[config.mk]
export PLATFORM = sky130hd
export DESIGN_NAME = stdc_tick_timer
export DESIGN_NICKNAME = d
export VERILOG_FILES = /design/src/logic/stdc_pkg.sv /design/src/logic/stdc_tick_timer.sv
export SDC_FILE = /design/constraint.sdc
export NUM_CORES = 1
export LEC_CHECK = 0
export ABC_CLOCK_PERIOD_IN_PS = 2360
export BUFFER_PORTS_ARGS = -buffer_cell sky130_fd_sc_hd__buf_2
export CORE_MARGIN = 2
export CORE_UTILIZATION = 40
export CTS_CLUSTER_SIZE = 10
export DETAILED_ROUTE_END_ITERATION = 7
export GPL_TIMING_DRIVEN = 0
export SYNTH_ARGS = -nofsm -noshare
export SYNTH_HDL_FRONTEND = slang
export SYNTH_SLANG_ARGS = --single-unit
[constraint.sdc]
create_clock -name pclk -period 2.36 [get_ports pclk]
set_input_delay 0 -clock pclk [delete_from_list [all_inputs] [get_ports pclk]]
set_output_delay 0 -clock pclk [all_outputs]
set_load 0.02 [all_outputs]
[src/logic/stdc_pkg.sv]
package stdc_pkg;

  // ---------------------------------------------------------------
  // register offsets (byte addresses within the block)
  // ---------------------------------------------------------------
  localparam logic [31:0] STDC_BASE_ADDR = 32'hE000E000;
  localparam logic [11:0] STDC_OFF_CTRL = 12'h010;
  localparam logic [11:0] STDC_OFF_RELOAD = 12'h014;
  localparam logic [11:0] STDC_OFF_CURRENT = 12'h018;
  localparam logic [11:0] STDC_OFF_CALIB = 12'h01C;
  localparam logic [11:0] STDC_OFF_IRQ_STATUS = 12'h020;
  localparam logic [11:0] STDC_OFF_IRQ_MASK = 12'h024;

  // ---------------------------------------------------------------
  // field positions
  // ---------------------------------------------------------------
  localparam int STDC_BIT_ENABLE = 0;
  localparam int STDC_BIT_EXC_EN = 1;
  localparam int STDC_BIT_SRC = 2;
  localparam int STDC_BIT_WRAP = 16;
  localparam int STDC_BIT_NO_REFERENCE_FLAG = 31;
  localparam int STDC_BIT_INEXACT = 30;
  localparam int STDC_CNT_W = 24;

  // ---------------------------------------------------------------
  // reset and fixed values
  // ---------------------------------------------------------------
  localparam logic [2:0] STDC_CTRL_RST = 3'h0;
  localparam logic [23:0] STDC_COUNT_RST = 24'h000000;
  localparam logic [23:0] STDC_TEN_MS_CAL = 24'h0009C4;
  localparam logic STDC_NO_REFERENCE_FLAG_VAL = 1'b0;
  localparam logic STDC_INEXACT_VAL = 1'b0;
  localparam logic [1:0] STDC_IRQ_RST = 2'h0;

  // ---------------------------------------------------------------
  // timing: reference tick is the oscillator divided by 32
  // ---------------------------------------------------------------
  localparam int STDC_REF_DIV = 32;
  localparam logic [4:0] STDC_REF_DIV_LAST = 5'(STDC_REF_DIV - 1);

  // control bits carried together
  typedef struct packed {
    logic src_sel;
    logic exc_en;
    logic enable;
  } stdc_ctrl_t;

endpackage

[src/logic/stdc_tick_timer.sv]
`timescale 1ns/1ps
`default_nettype none

// Behaviour
// - bit 16 flags a zero since last read
// - any control/status read clears wrap flag
// - bit 2 picks cpu clock or ref/32
// - bit 1 lets wrap pend tick exception
// - enable loads reload and runs; 0 stops
// - 24-bit reload copied on zero; upper zero
// - reference tick is oscillator divided by 32
// - registers at base plus 0x10 to 0x24
// - control bits zero at reset; reserved zero
// - current write clears counter and wrap flag
// - calibration reports 10 ms value and flags
module stdc_tick_timer
  import stdc_pkg::*;
(
  input wire logic pclk,
  input wire logic presetn,
  input wire logic psel,
  input wire logic penable,
  input wire logic pwrite,
  input wire logic [31:0] paddr,
  input wire logic [31:0] pwdata,
  output logic [31:0] prdata,
  output logic pready,
  output logic pslverr,
  input wire logic osc_clk_in,
  output logic tick_pend,
  output logic irq
);

  // ---------------------------------------------------------------
  // state registers
  // ---------------------------------------------------------------
  stdc_ctrl_t ctrl_ff, nxt_ctrl;         // enable, exception enable, source
  logic wrap_ff, nxt_wrap;               // sticky wrap flag
  logic [23:0] reload_ff, nxt_reload;    // reload value
  logic [23:0] count_ff, nxt_count;      // current value
  logic [1:0] ists_ff, nxt_ists;         // irq status: 0 wrap, 1 ref-tick missing unused
  logic [1:0] imask_ff, nxt_imask;       // irq mask
  logic tick_pend_ff, nxt_tick_pend;     // one-cycle exception pend
  logic [31:0] prdata_ff, nxt_prdata;    // registered read data
  logic [1:0] osc_sync_ff;               // pin synchroniser
  logic osc_prev_ff;                     // previous synced level
  logic [4:0] div_ff, nxt_div;           // divide-by-32 counter
  logic ref_tick_ff, nxt_ref_tick;       // reference tick pulse

  // ---------------------------------------------------------------
  // bus decode helpers
  // ---------------------------------------------------------------
  // match full address against one register
  function automatic logic hit(input logic [31:0] a, input logic [11:0] off);
    hit = (a == (STDC_BASE_ADDR | {20'h00000, off}));
  endfunction

  logic acc;        // access phase
  logic wr_acc;     // write taking effect
  logic rd_acc;     // read taking effect
  logic rd_setup;   // read in setup phase, data captured here
  logic mapped;     // address is a register
  logic sel_ctrl, sel_rel, sel_cur, sel_cal, sel_ist, sel_imk;

  // ---------------------------------------------------------------
  // address decode
  // ---------------------------------------------------------------
  always_comb begin
    acc = psel && penable;
    wr_acc = acc && pwrite;
    rd_acc = acc && !pwrite;
    rd_setup = psel && !penable && !pwrite;
    sel_ctrl = hit(paddr, STDC_OFF_CTRL);
    sel_rel = hit(paddr, STDC_OFF_RELOAD);
    sel_cur = hit(paddr, STDC_OFF_CURRENT);
    sel_cal = hit(paddr, STDC_OFF_CALIB);
    sel_ist = hit(paddr, STDC_OFF_IRQ_STATUS);
    sel_imk = hit(paddr, STDC_OFF_IRQ_MASK);
    mapped = sel_ctrl || sel_rel || sel_cur || sel_cal || sel_ist || sel_imk;
  end

  // always ready; unmapped access answers with an error
  assign pready = 1'b1;
  assign pslverr = acc && !mapped;
  assign prdata = prdata_ff;
  assign tick_pend = tick_pend_ff;
  // level interrupt from unmasked sticky bits
  assign irq = |(ists_ff & imask_ff);

  // ---------------------------------------------------------------
  // reference tick generation
  // ---------------------------------------------------------------
  // synchroniser on the selected oscillator pin
  always_ff @(posedge pclk or negedge presetn) begin
    if (!presetn) begin
      osc_sync_ff <= 2'h0;
      osc_prev_ff <= 1'b0;
    end else begin
      osc_sync_ff <= {osc_sync_ff[0], osc_clk_in};
      osc_prev_ff <= osc_sync_ff[1];
    end
  end

  // count oscillator rising edges, pulse every 32nd
  always_comb begin
    nxt_div = div_ff;
    nxt_ref_tick = 1'b0;
    if (osc_sync_ff[1] && !osc_prev_ff) begin
      if (div_ff == STDC_REF_DIV_LAST) begin
        nxt_div = 5'h00;
        nxt_ref_tick = 1'b1;
      end else begin
        nxt_div = div_ff + 5'h01;
      end
    end
  end

  always_ff @(posedge pclk or negedge presetn) begin
    if (!presetn) begin
      div_ff <= 5'h00;
      ref_tick_ff <= 1'b0;
    end else begin
      div_ff <= nxt_div;
      ref_tick_ff <= nxt_ref_tick;
    end
  end

  // ---------------------------------------------------------------
  // counter, control and flags
  // ---------------------------------------------------------------
  logic tick;       // selected count tick
  logic wrap_evt;   // counter reloads from zero this cycle

  always_comb begin
    nxt_ctrl = ctrl_ff;
    nxt_wrap = wrap_ff;
    nxt_reload = reload_ff;
    nxt_count = count_ff;
    nxt_ists = ists_ff;
    nxt_imask = imask_ff;
    nxt_tick_pend = 1'b0;
    // cpu clock ticks every cycle, else reference tick
    tick = ctrl_ff.src_sel ? 1'b1 : ref_tick_ff;
    wrap_evt = ctrl_ff.enable && tick && (count_ff == STDC_COUNT_RST);

    if (ctrl_ff.enable && tick) begin
      if (count_ff == STDC_COUNT_RST) begin
        nxt_count = reload_ff;
      end else begin
        nxt_count = count_ff - 24'h000001;
      end
    end

    if (rd_acc && sel_ctrl) begin
      nxt_wrap = 1'b0;
    end
    // write to current value clears both
    if (wr_acc && sel_cur) begin
      nxt_count = STDC_COUNT_RST;
      nxt_wrap = 1'b0;
    end
    // wrap sets flag, winning over clear
    if (wrap_evt) begin
      nxt_wrap = 1'b1;
      nxt_ists[0] = 1'b1;
      nxt_tick_pend = ctrl_ff.exc_en;
    end

    if (wr_acc) begin
      if (sel_ctrl) begin
        nxt_ctrl.enable = pwdata[STDC_BIT_ENABLE];
        nxt_ctrl.exc_en = pwdata[STDC_BIT_EXC_EN];
        nxt_ctrl.src_sel = pwdata[STDC_BIT_SRC];
        if (pwdata[STDC_BIT_ENABLE] && !ctrl_ff.enable) begin
          nxt_count = reload_ff;
        end
      end else if (sel_rel) begin
        nxt_reload = pwdata[23:0];
      end else if (sel_ist) begin
        // write one to clear, a fresh wrap wins
        nxt_ists = (ists_ff & ~pwdata[1:0]) | {1'b0, wrap_evt};
      end else if (sel_imk) begin
        nxt_imask = pwdata[1:0];
      end
    end
  end

  always_ff @(posedge pclk or negedge presetn) begin
    if (!presetn) begin
      ctrl_ff <= STDC_CTRL_RST;
      wrap_ff <= 1'b0;
      reload_ff <= STDC_COUNT_RST;
      count_ff <= STDC_COUNT_RST;
      ists_ff <= STDC_IRQ_RST;
      imask_ff <= STDC_IRQ_RST;
      tick_pend_ff <= 1'b0;
    end else begin
      ctrl_ff <= nxt_ctrl;
      wrap_ff <= nxt_wrap;
      reload_ff <= nxt_reload;
      count_ff <= nxt_count;
      ists_ff <= nxt_ists;
      imask_ff <= nxt_imask;
      tick_pend_ff <= nxt_tick_pend;
    end
  end

  // ---------------------------------------------------------------
  // read data
  // ---------------------------------------------------------------
  // captured at the setup edge so the word stands through the access
  // cycle, in which pready is already high
  always_comb begin
    nxt_prdata = 32'h00000000;
    if (rd_setup) begin
      if (sel_ctrl) begin
        // reserved bits read zero
        // a wrap in the setup cycle is reported, not lost to the clear
        nxt_prdata[STDC_BIT_WRAP] = wrap_ff || wrap_evt;
        nxt_prdata[STDC_BIT_SRC] = ctrl_ff.src_sel;
        nxt_prdata[STDC_BIT_EXC_EN] = ctrl_ff.exc_en;
        nxt_prdata[STDC_BIT_ENABLE] = ctrl_ff.enable;
      end else if (sel_rel) begin
        nxt_prdata = {8'h00, reload_ff};
      end else if (sel_cur) begin
        nxt_prdata = {8'h00, count_ff};
      end else if (sel_cal) begin
        nxt_prdata = {STDC_NO_REFERENCE_FLAG_VAL, STDC_INEXACT_VAL, 6'h00, STDC_TEN_MS_CAL};
      end else if (sel_ist) begin
        nxt_prdata = {30'h00000000, ists_ff};
      end else if (sel_imk) begin
        nxt_prdata = {30'h00000000, imask_ff};
      end
    end
  end

  // read data is registered: valid during the access cycle
  always_ff @(posedge pclk or negedge presetn) begin
    if (!presetn) begin
      prdata_ff <= 32'h00000000;
    end else begin
      prdata_ff <= nxt_prdata;
    end
  end

  // ---------------------------------------------------------------
  // reference tick spacing monitor
  // ---------------------------------------------------------------
  logic [5:0] ref_gap_ff, nxt_ref_gap;   // cycles since last reference tick

  always_comb begin
    nxt_ref_gap = ref_gap_ff;
    if (ref_tick_ff) begin
      // tick seen: start counting again
      nxt_ref_gap = 6'h00;
    end else if (ref_gap_ff != 6'h3F) begin
      // still below the top, saturate there
      nxt_ref_gap = ref_gap_ff + 6'h01;
    end
  end

  // only read by the spacing check
  always_ff @(posedge pclk or negedge presetn) begin
    if (!presetn) begin
      ref_gap_ff <= 6'h3F;
    end else begin
      ref_gap_ff <= nxt_ref_gap;
    end
  end
endmodule

`default_nettype wire

==> summary.txt <==
Timing
  • Pins Over Slew Limit: 0
  • Finish-stage setup viols: 15
  • Period minus WS final: ~2.4 ns
  • Unrepaired setup endpoints after global routing: yes
  • Setup slack after layout: -0.06371 ns
  • Final cycle utilization of the critical path: 1.027
  • Slew of the pin with the lowest slew margin: between 0.8 and 0.9 ns
  • Slew margin rel.: 0.4315
  • Maximum clock rate: between 0.4 and 0.5 GHz
  • Total count of hold-check failures in the final report: 0
  • Setup Skew: about 0.0090 ns

Yosys
  • Mean cell area of the mapped netlist: around 10 um2
  • Synth Flop Type: sky130_fd_sc_hd__dfrtp_1
  • Fraction of registers with async set or reset after synthesis: 1.000
  • Synth Cell Area: 0.004557 mm2
  • Cells after synthesis: between 400 and 500
  • Post-synthesis sequential element count: 90
  • Count of yosys warnings during synthesis: 0
  • Part of the Yosys area used for sequential elements: 0.4942
  • Number of enable-type register cells in the synthesized netlist: 0
  • Share of Yosys cell area claimed by the top area cell type: 0.4942
  • Biggest area contributors in the synthesized netlist: sky130_fd_sc_hd__dfrtp_1 (49%), sky130_fd_sc_hd__mux2_2 (7.7%), sky130_fd_sc_hd__nor2_1 (4.5%)
  • Number of library cell types mapped by synthesis: just under 60
  • Largest area contributor in the netlist: sky130_fd_sc_hd__dfrtp_1

Detailed routing
  • Residual DRC: 0
  • Vias per cell: roughly 5.4
  • Total detailed-routing wirelength: between 10000 and 15000 um
  • Routed length per placed instance: 16.80 um
  • 1st-iter DRT viols: about 200
  • Detailed-routing iteration count for the pre-antenna-repair pass: 5
  • Vias: roughly 4000
  • Post-DRT Antenna Nets: 0

CTS
  • Cell chosen for the clock root: sky130_fd_sc_hd__clkbuf_16
  • Total clock sinks: 90
  • Clock-pin slew on the worst setup and hold paths: around 0.06 ns
  • Clock tree from TritonCTS: yes
  • Max clock buf depth: 2
  • Number of H-tree levels: 3
  • Skew-Pair Late Insertion Delay: approximately 0.34 ns
  • Number of buffers created by CTS: 9

Finish
  • Post-layout instance count excluding filler cells: 727
  • Layout-stage area growth over the synthesis result: 32.65%
  • Final-layout fill cell count: roughly 970
  • Layout cells sized above 1: 0.3186
  • Core occupancy in the finished layout: 0.5504
  • Most common cell after layout, fill and taps aside: sky130_fd_sc_hd__dfrtp_1
  • Ant. Diodes: 0
  • Commonest cells after routing, fill and taps aside: sky130_fd_sc_hd__dfrtp_1 (90), sky130_fd_sc_hd__buf_2 (85), sky130_fd_sc_hd__nor2_1 (52), sky130_fd_sc_hd__mux2_2 (31), sky130_fd_sc_hd__dlygate4sd3_1 (27)
  • Net total in the final layout: 656

Placed design
  • Buffers added on ports: 86
  • GP Congestion: ~0.86
  • Total half-perimeter wirelength after legalization and detailed placement: 8318 um
  • Placed cell count: 671

Global route
  • Maximum number of pins on one net before global-route repair: 48
  • Wire length of the first global-routing pass: just under 20000 um
  • GRT overflow: 0
  • Number of global-route vias before repair: roughly 3900
  • Antenna violations before repair: 0
  • Overall routing resource usage: 0.2004

Power
  • Fraction of power spent switching nets: 0.2146
  • Portion of total power attributed to the clock network: 0.458
  • Maximum ir drop on the vdd rail: 0.3447 mV
  • Sequential share of power: 0.470
  • Total leakage power: around 2.9 nW
  • Power dissipated by switching net loads: between 0.0007 and 0.0008 W
  • Part of the total power dissipated in combinational logic: 0.072
  • Cell Pwr Density: around 560 mW/mm2
  • Int Power: 0.002677 W

Setup path
  • Critical path startpoint: count_ff[12]
  • Worst r2r path cells: 8
  • Worst setup path class: flop to flop
  • Kind of capture point of the worst setup path: flop
  • Endpoint required time on the critical path: ~2.6 ns
  • Critical path fanouts, max: 8
  • Beginning of the worst register-to-register path: count_ff[12]
  • Type of element launching the critical path: flop
  • Arr. time, crit path: around 2.6 ns

Hold path
  • Path category of the worst min-delay check: input pin to flop
  • Hold Path Origin: penable
  • Cells on Worst Hold Path: 4

Run status
  • Violations in the final reports: setup timing
  • Outcome: finished, violations left

Floorplan
  • Total number of placement rows: 38
  • IO Count: 106
  • Die width: roughly 110 um
  • Starting density of the core: 0.4149
  • Vertical die dimension: around 110 um
  • Core footprint: about 0.011 mm2
  • DIE AREA: around 0.012 mm2

Job
  • Number of maximum-capacitance violations: 0
[timing repair]
item | CTS | global route
setup buffers | 14 | 1
hold endpoints to repair | 79 | 0
pin swaps | 4 | 2
gates cloned | 1 | 0
hold buffers | 27 | 0
endpoints found under the setup margin | 28 | 35
resized for setup | 7 | 20
[cell families after synthesis]
logic type	synth area share
other	0.001648
AOI/OAI and AO/OA	0.1304
buffers and inverters	0.04201
DFF	0.4942
xor gates and xnor gates	0.02691
adders and majority gates	0.008238
and+or+nand+nor	0.2046
muxes	0.09198
[metal layers]
| layer | GRT usage | up-vias | wire length, um |
|---|---|---|---|
| met5 | 0 | - | 0 |
| met4 | 0.06833 | 0 | 146 |
| met3 | 0.04319 | 14 | 798 |
| met2 | 0.3202 | 138 | 5783 |
| met1 | 0.2714 | 1928 | 5486 |
| li1 | - | 1874 | - |
[metrics by stage]
stage / hold WS, ns / instance area (um2) / total power (W) / setup TNS [ns] / setup WS, ns
after detailed placement: 0.06360 / 5219 / 0.001845 / -16.07 / -0.6581
after floorplan: -0.2956 / 4583 / 0.001724 / -0.1724 / -0.04448
after CTS: 0.06227 / 5951 / 0.003446 / -0.1992 / -0.02873
after global placement: 0.1075 / 5189 / 0.001826 / -15.94 / -0.6485
final: 0.08315 / 6045 / 0.003408 / -0.5031 / -0.06371
after global routing: 0.1070 / 6045 / 0.003538 / -1.654 / -0.1564
[Yosys cell counts (all sizes together) (2+ instances only)]
cell type and count:
o22ai 4, nand2 19, nor3b 2, or4 6, a21boi 2, a21o 2, o211a 2, xor2 7
nor2 55, o31ai 3, nor3 21, and3 6, nand2b 4, nor2b 4, buf 14, a21oi 14
nand3 7, nand3b 2, nor4b 2, dfrtp 90, nor4 18, and4b 2, a31oi 3, ha 3
mux2 31, a211oi 5, conb 2, o22a 4, nand4 6, xnor2 7, o21ai 20, nand4b 2
mux2i 7, inv 7, a22oi 16, clkbuf 15, o21a 7, or3 7
[registers in the layout, indices dropped and copies added, names as in the netlist]
signal and flops:
div_ff 5, ctrl_ff 3, osc_prev_ff 1, wrap_ff 1, ists_ff 2, ref_tick_ff 1
imask_ff 2, reload_ff 24, count_ff 24, prdata 24, osc_sync_ff 2, tick_pend 1
[final cells by class]
class | instances | area [um2] | share of cell area
Inverter | 7 | 26.28 | 0.004347
Buffer | 28 | 155.1 | 0.02567
Timing Repair Buffer | 129 | 870.8 | 0.1441
Clock inverter | 2 | 60.06 | 0.009936
Tap cell | 140 | 175.2 | 0.02898
Sequential cell | 90 | 2252 | 0.3726
Multi-Input combinational cell | 318 | 2245 | 0.3714
Clock buffer | 13 | 260.3 | 0.04306
[critical path, cell delays in order, from the launching register on]
cell and delay (ns):
sky130_fd_sc_hd__dfrtp_1 0.38, sky130_fd_sc_hd__or4_4 0.54, sky130_fd_sc_hd__or4_4 0.50, sky130_fd_sc_hd__nor3_4 0.23
sky130_fd_sc_hd__buf_6 0.14, sky130_fd_sc_hd__a31oi_4 0.07, sky130_fd_sc_hd__buf_6 0.20, sky130_fd_sc_hd__mux2i_2 0.15
sky130_fd_sc_hd__nor2_1 0.06
[power groups by stage]
stage                     Combinational [W]  Clock [W]  Sequential [W]
after floorplan                    0.000101          0         0.00162
after global placement             0.000199          0         0.00163
after detailed placement           0.000216          0         0.00163
after CTS                          0.000249    0.00160         0.00160
after global routing               0.000274    0.00166         0.00161
final                              0.000245    0.00156         0.00160
[final timing paths]
check | end | slack, ns
setup / recovery | count_ff[14] | -0.06
hold / removal | wrap_ff | 0.08
setup reg to reg | count_ff[14] | -0.06
hold reg to reg | osc_sync_ff[1] | 0.35
max in group asynchronous | count_ff[21] | 1.52
min in group asynchronous | osc_sync_ff[0] | 0.22
No activity file was read; power rests on OpenSTA's default activity.
